File: src/inc/acc_params.svh
// Constants for the shared core calibration control block
// Operation
// - Ready flag reads 1 after calibration finishes, 0 while one runs.
// - Writing 1 to the start bit begins a calibration cycle.
// - Hardware clears start bit itself; 0 means next cycle may start. Here start reads 0 but is refused in the power-up wait and run.
// - Mode bit 1 calibrates differential, 0 calibrates single-ended.
// - With access enable 1, software reaches ready, bypass, mode, start.
// - With access enable 0, the calibration bits ignore software.
// - Bits 14 to 12 and 7 to 0 always read zero.
`ifndef ACC_PARAMS_SVH
`define ACC_PARAMS_SVH
`define ACC_AW        2
`define ACC_DW        16
`define ACC_A_CAL     2'h0
`define ACC_A_STS     2'h1
`define ACC_A_MSK     2'h2
`define ACC_B_RDY     15
`define ACC_B_BYP     11
`define ACC_B_DIFF    10
`define ACC_B_EN      9
`define ACC_B_START   8
`define ACC_NEV       2
`define ACC_EV_DONE   0
`define ACC_EV_REFUSE 1
`define ACC_PWRUP_CYC 16
`define ACC_CW        16
`define ACC_CAL_ZERO  16'h70ff
`endif

File: src/inc/acc_pkg.sv
// Types for the shared core calibration control block
package acc_pkg;
  typedef struct packed {
    logic ready;
    logic bypass;
    logic diff;
    logic enable;
    logic start;
  } acc_ctl_t;
  typedef enum logic [1:0] {
    ACC_IDLE = 2'b00,
    ACC_WAIT = 2'b01,
    ACC_RUN  = 2'b10
  } acc_state_t;
endpackage

File: src/core/acc_cal_ctrl.sv
// Shared ADC core calibration control and status register block
//
// The placing of the registers and the address-and-strobe port are this design's own decisions.
`timescale 1ns/1ps
`default_nettype none
`include "acc_params.svh"
module acc_cal_ctrl #(
  parameter int PWRUP_CYC = `ACC_PWRUP_CYC
) (
  input  wire logic                clk,
  input  wire logic                rst,
  input  wire logic [`ACC_AW-1:0]  addr,
  input  wire logic [`ACC_DW-1:0]  wdata,
  input  wire logic                wr,
  input  wire logic                rd,
  output logic      [`ACC_DW-1:0]  rdata,
  input  wire logic                cal_done,
  output logic                     cal_go,
  output logic                     cal_diff,
  output logic                     cal_busy,
  output logic                     irq
);

  acc_pkg::acc_ctl_t            ctl;
  acc_pkg::acc_state_t          state;
  logic [`ACC_CW-1:0]           wait_cnt;
  logic [`ACC_NEV-1:0]          sts;
  logic [`ACC_NEV-1:0]          msk;
  logic [`ACC_NEV-1:0]          ev;
  logic                         wr_cal;
  logic                         start_req;
  logic                         refuse;
  logic                         done_ev;
  logic                         pwrup_go;
  logic [`ACC_CW-1:0]           since_rst;
  logic [`ACC_DW-1:0]           next_rdata;

  assign wr_cal = wr && (addr == `ACC_A_CAL);

  // Launch request
  assign start_req = wr_cal && ctl.enable && wdata[`ACC_B_START]
                     && (state == acc_pkg::ACC_IDLE);
  assign refuse    = wr_cal && wdata[`ACC_B_START]
                     && !start_req;
  assign done_ev   = (state == acc_pkg::ACC_RUN) && cal_done;
  // Power-up launch: last wait cycle with the bypass clear
  assign pwrup_go  = (state == acc_pkg::ACC_WAIT) && !ctl.bypass
                     && (wait_cnt == PWRUP_CYC[`ACC_CW-1:0] - 1'b1);

  // Calibration sequencer
  always_ff @(posedge clk) begin
    if (rst) begin
      state    <= acc_pkg::ACC_WAIT;
      wait_cnt <= '0;
    end else begin
      case (state)
        acc_pkg::ACC_WAIT: begin
          if (ctl.bypass) begin
            state <= acc_pkg::ACC_IDLE;
          end else if (wait_cnt == PWRUP_CYC[`ACC_CW-1:0] - 1'b1) begin
            state <= acc_pkg::ACC_RUN;
          end else begin
            wait_cnt <= wait_cnt + 1'b1;
          end
        end
        acc_pkg::ACC_IDLE: begin
          if (start_req) begin
            state <= acc_pkg::ACC_RUN;
          end
        end
        acc_pkg::ACC_RUN: begin
          if (cal_done) begin
            state <= acc_pkg::ACC_IDLE;
          end
        end
        default: begin
          state <= acc_pkg::ACC_IDLE;
        end
      endcase
    end
  end

  // Pulse to the analog core, one cycle on entry to a run
  always_ff @(posedge clk) begin
    if (rst) begin
      cal_go <= 1'b0;
    end else begin
      cal_go <= start_req || pwrup_go;
    end
  end

  // Mode presented to the analog core, held through a run
  always_ff @(posedge clk) begin
    if (rst) begin
      cal_diff <= 1'b0;
    end else if (state != acc_pkg::ACC_RUN) begin
      cal_diff <= (wr_cal && ctl.enable) ? wdata[`ACC_B_DIFF] : ctl.diff;
    end
  end

  assign cal_busy = (state == acc_pkg::ACC_RUN);

  // Calibration register
  always_ff @(posedge clk) begin
    if (rst) begin
      ctl <= '0;
    end else begin
      if (wr_cal) begin
        ctl.enable <= wdata[`ACC_B_EN];
      end
      if (wr_cal && ctl.enable) begin
        ctl.bypass <= wdata[`ACC_B_BYP];
        if (state != acc_pkg::ACC_RUN) begin
          ctl.diff <= wdata[`ACC_B_DIFF];
        end
      end
      if (start_req) begin
        ctl.start <= 1'b1;
        ctl.ready <= 1'b0;
      end else if (done_ev) begin
        ctl.start <= 1'b0;
        ctl.ready <= 1'b1;
      end
      if (pwrup_go) begin
        ctl.ready <= 1'b0;
      end
    end
  end

  // Interrupt events: completion and refused start
  assign ev[`ACC_EV_DONE]   = done_ev;
  assign ev[`ACC_EV_REFUSE] = refuse;

  genvar gi;
  generate
    for (gi = 0; gi < `ACC_NEV; gi = gi + 1) begin : g_sts
      // Set wins over a write-one clear in the same cycle
      always_ff @(posedge clk) begin
        if (rst) begin
          sts[gi] <= 1'b0;
        end else if (ev[gi]) begin
          sts[gi] <= 1'b1;
        end else if (wr && addr == `ACC_A_STS && wdata[gi]) begin
          sts[gi] <= 1'b0;
        end
      end
    end
  endgenerate

  always_ff @(posedge clk) begin
    if (rst) begin
      msk <= '0;
    end else if (wr && addr == `ACC_A_MSK) begin
      msk <= wdata[`ACC_NEV-1:0];
    end
  end

  assign irq = |(sts & msk);

  // Read mux
  always_comb begin
    next_rdata = '0;
    case (addr)
      `ACC_A_CAL: begin
        next_rdata[`ACC_B_EN] = ctl.enable;
        if (ctl.enable) begin
          next_rdata[`ACC_B_RDY]   = ctl.ready;
          next_rdata[`ACC_B_BYP]   = ctl.bypass;
          next_rdata[`ACC_B_DIFF]  = ctl.diff;
          next_rdata[`ACC_B_START] = ctl.start;
        end
      end
      `ACC_A_STS: begin
        next_rdata[`ACC_NEV-1:0] = sts;
      end
      `ACC_A_MSK: begin
        next_rdata[`ACC_NEV-1:0] = msk;
      end
      default: begin
        next_rdata = '0;
      end
    endcase
  end

  always_ff @(posedge clk) begin
    if (rst) begin
      rdata <= '0;
    end else if (rd) begin
      rdata <= next_rdata;
    end else begin
      rdata <= '0;
    end
  end

  // Cycles since reset release, saturating; only the checks read it
  always_ff @(posedge clk) begin
    if (rst) begin
      since_rst <= '0;
    end else if (since_rst != '1) begin
      since_rst <= since_rst + 1'b1;
    end
  end
endmodule
`default_nettype wire

File: config.mk
export PLATFORM = sky130hd
export DESIGN_NAME = acc_cal_ctrl
export DESIGN_NICKNAME = d
export VERILOG_FILES = /design/src/inc/acc_pkg.sv /design/src/core/acc_cal_ctrl.sv
export VERILOG_INCLUDE_DIRS = /design/src /design/src/inc
export SDC_FILE = /design/constraint.sdc
export NUM_CORES = 1
export LEC_CHECK = 0
export ABC_AREA = 1
export BUFFER_PORTS_ARGS = -buffer_cell sky130_fd_sc_hd__buf_2
export CAP_MARGIN = 20
export CORE_ASPECT_RATIO = 0.5
export CORE_MARGIN = 10
export CORE_UTILIZATION = 23
export DETAILED_ROUTE_END_ITERATION = 10
export GPL_ROUTABILITY_DRIVEN = 0
export PLACE_DENSITY_LB_ADDON = 0.08
export RECOVER_POWER = 100
export SYNTH_ARGS = -nofsm -noshare
export SYNTH_HDL_FRONTEND = slang
export SYNTH_SLANG_ARGS = --single-unit
File: constraint.sdc
create_clock -name clk -period 2.53 [get_ports clk]
set_input_delay 0.1265 -clock clk [delete_from_list [all_inputs] [get_ports clk]]
set_output_delay 0.1265 -clock clk [all_outputs]
set_load 0.02 [all_outputs]
==> run summary <==
The average vias per placed instance came out at 4.084. The layout net count came out at 320. At the worst endpoint, the arrival time is 2.11 ns. Setup repair after global routing left no endpoint under its margin. The post-placement worst setup slack is 0.8172 ns. In this run the tightest slew margin relative to its limit is 19.70%. The startpoint identified for the worst register-to-register timing path is wait_cnt[0]$_SDFFE_PP0P_. The kind of cell adding the most delay to the critical path is simple AND/OR/NAND/NOR gates. The flow ran to the end, and the final reports show no timing, DRC or antenna violations. The minimum period implied by the final worst setup slack came out at 1.904 ns. The die footprint is 0.01245 mm^2. The worst-case reg-to-reg path depth came out at 7. The fraction of final layout cells sized beyond drive strength 1 came out at 9.524%.

The worst register-to-register path ends at cal_go$_SDFF_PP0_. After synthesis the netlist holds a flip-flop and latch count of 36. The number of buffers inserted during clock tree synthesis came out at 5. The highest attainable clock frequency is 525.3 MHz. By area the synthesized netlist is led by sky130_fd_sc_hd__dfxtp_1 38%, sky130_fd_sc_hd__nand2_1 14%, sky130_fd_sc_hd__nor2_1 7.2%. The maximum fanout along the worst path is 7.

The cell taking the most area after synthesis is sky130_fd_sc_hd__dfxtp_1. The first global-routing pass estimated 7803 um of wire. The number of primary I/O pins is 43.

Compared with the post-synthesis result, the final layout area differs by 15.97%. The least setup slack across all paths after layout is 0.6264 ns. The via count of the first global-routing pass is 1,632. The total DRC errors in the routed layout is 0.

After clock tree synthesis, the clock-pin slew on the worst setup and hold paths is 0.06 ns. The total iterations of the first detailed-routing run came out at 4. Tracing the worst setup path back leads to its startpoint at wait_cnt[0]$_SDFFE_PP0P_.

The worst path buffer plus inverter count is 1. The final hold violation count was 0. The tree is rooted in a sky130_fd_sc_hd__clkbuf_16.

The number of placement rows is 23. The critical path goes through ha_1, nand3_1, nor2_1, nand2_1, o21ai_0, inv_1, nor2_1. The number of cells upsized or downsized after cts came out at 0. The proportion of netlist area held by the largest area contributor is 38.17%. The residual overflow from global routing is 0.

The post-cts hold buffer count came out at 0. The area of the core came out at 0.008000 mm^2. The post-synthesis sequential area ratio is 38.17%.

In this run the number of cells on the critical path is 7. Synthesis instantiated 27 different standard cells from the library. Port buffering added 23 buffers. The sum of net half-perimeters after detailed placement came out at 3404 um. The deepest clock path buffer count is 2. Leaving out fill and tap cells, the most frequent cell in the layout is sky130_fd_sc_hd__nand2_1. The overall die width is 148.1 um. The routed design has 4580 um of wire.

The required arrival time at the worst endpoint is 2.74 ns. Entering global routing, the biggest net connects 21 pins. The library cells used most frequently in the layout, excluding fill and tap cells, are 72 x sky130_fd_sc_hd__nand2_1, 37 x sky130_fd_sc_hd__nor2_1, 36 x sky130_fd_sc_hd__dfxtp_1. The leakage power total is 0.0008383 uW.

The maximum cell stage delay along the critical path came out at 0.43 ns. The number of design-rule violations left by the first detailed-router iteration is 77. VDD sags by at most 330.2 uV. The tool flagged a number of max-cap violations equal to 0.

The clock arrives with 0.009672 ns of skew. The slowest stage of the critical path is the sky130_fd_sc_hd__dfxtp_1 cell. The final setup violation count is 0. The worst setup path is launched from a register. The number of cells produced by synthesis is 269. The path class of the lowest-slack min-delay path is in2reg. The area of all placed cells without fillers came out at 0.002190 mm^2. The number of H-tree levels is 2. The final clock period utilization by the worst path came out at 75.24%. The clock latency on the worst-skew pair is 0.28 ns.

In this run the worst setup path terminates at cal_go$_SDFF_PP0_. The number of nets with antenna violations after detailed routing is 0. In this run the power density over the cells is 689.1 mW/mm^2.

The setup slack of the most critical reg-to-reg path is 0.63 ns. The cell area after placement is 0.002068 mm^2. The initial antenna violation count came out at 0.

The clock net sink count is 36. Dividing the synthesized area by the synthesized cell count gives 7.019 um^2. The measured slew at the worst slew-check pin came out at 1.204 ns. The number of warnings reported in the yosys synthesis log is 0. The number of pins with negative max-slew slack in the final report is 0.

TritonCTS built the clock tree. The area of the mapped netlist came out at 0.001888 mm^2. STA classifies the critical path endpoint as a register. The starting density of the core came out at 23.60%. Once the clock tree was built, the setup fixing pass inserted 0 buffers.

The type of the setup path with the least slack is reg2reg. The post-route setup TNS is 0 ns. Detailed routing inserted a total of 1,658 vias. The total inserted antenna cells came out at 0. In the global route stage, overall resource usage came out at 7.561%.

The cell with the most instances on the worst path is sky130_fd_sc_hd__nor2_1. The overall die height came out at 84.07 um. The average wire length per cell after detail routing came out at 11.28 um.
[power by group]
part / internal [uW] / switching (uW)
Sequential: 592 / 27.2
Combinational: 50.8 / 127
Clock: 463 / 249
Total: 1110 / 403
[metal layers]
layer	vias up	global-route usage [%]	wire, um
met4	0	2.415	21
li1	889	-	-
met5	-	0	0
met2	34	11.47	1925
met1	733	9.843	2385
met3	2	2.435	248
[flip-flops by register name (all words and copies together), names as in the netlist]
name      count
msk           2
state         2
ctl           5
rdata         7
cal_go        1
sts           2
cal_diff      1
wait_cnt     16
[Yosys cell counts, drive strengths merged]
cell type  instances
xnor2              3
inv               32
clkbuf             1
dfxtp             36
buf               13
o21ai              9
o2111ai            1
xor2               4
a21oi             23
nand4              8
nand3             20
o22ai              3
nor2              38
nand2             73
conb               1
ha                 4
[tightest hold or removal path: stages]
cell and delay [ns]:
sky130_fd_sc_hd__buf_2 0.10, sky130_fd_sc_hd__nand2_1 0.07, sky130_fd_sc_hd__nor2_1 0.04
[logic make-up after synthesis]
| family | after synthesis | share of synthesized area (%) |
|---|---|---|
| AO/OA/AOI/OAI | 36 | 11.73 |
| other | 1 | 0.1986 |
| flip-flops | 36 | 38.17 |
| buffers and inverters | 46 | 11.93 |
| AND/OR/NAND/NOR | 139 | 32.07 |
| adder cells (fa/ha/maj) | 4 | 2.651 |
| XOR/XNOR | 7 | 3.247 |
[through the flow]
stage	util, %	power (uW)	hold WS, ns	instances
5_1_grt	27.37	1592	0.1345	406
4_1_cts	27.95	1540	0.1059	406
2_1_floorplan	-	789.9	0.2752	277
3_3_place_gp	25.85	814.6	0.4099	398
6_report	27.37	1509	0.1134	406
3_5_place_dp	25.85	813.4	0.3992	398
[final cells by class]
cell class	count	area (um^2)
Inverter	32	120.1
Tap cell	112	140.1
Clock inverter	3	42.54
Clock buffer	5	125.1
Sequential cell	36	720.7
Fill cell	948	5811
Multi-Input combinational cell	195	940.9
Timing Repair Buffer	23	100.1
[worst min path at each step]
stage | from | end | slack, ns | cells past startpoint
final | rd | rdata[1]$_SDFF_PP0_ | 0.11 | 3
after global routing | wdata[11] | ctl[3]$_SDFFE_PP0N_ | 0.13 | 3
after CTS | rd | rdata[1]$_SDFF_PP0_ | 0.11 | 3
after detailed placement | rd | rdata[1]$_SDFF_PP0_ | 0.40 | 3
after global placement | rd | rdata[0]$_SDFF_PP0_ | 0.41 | 3
after floorplan | rd | rdata[0]$_SDFF_PP0_ | 0.28 | 2
Power figures use the tool's default switching activity.
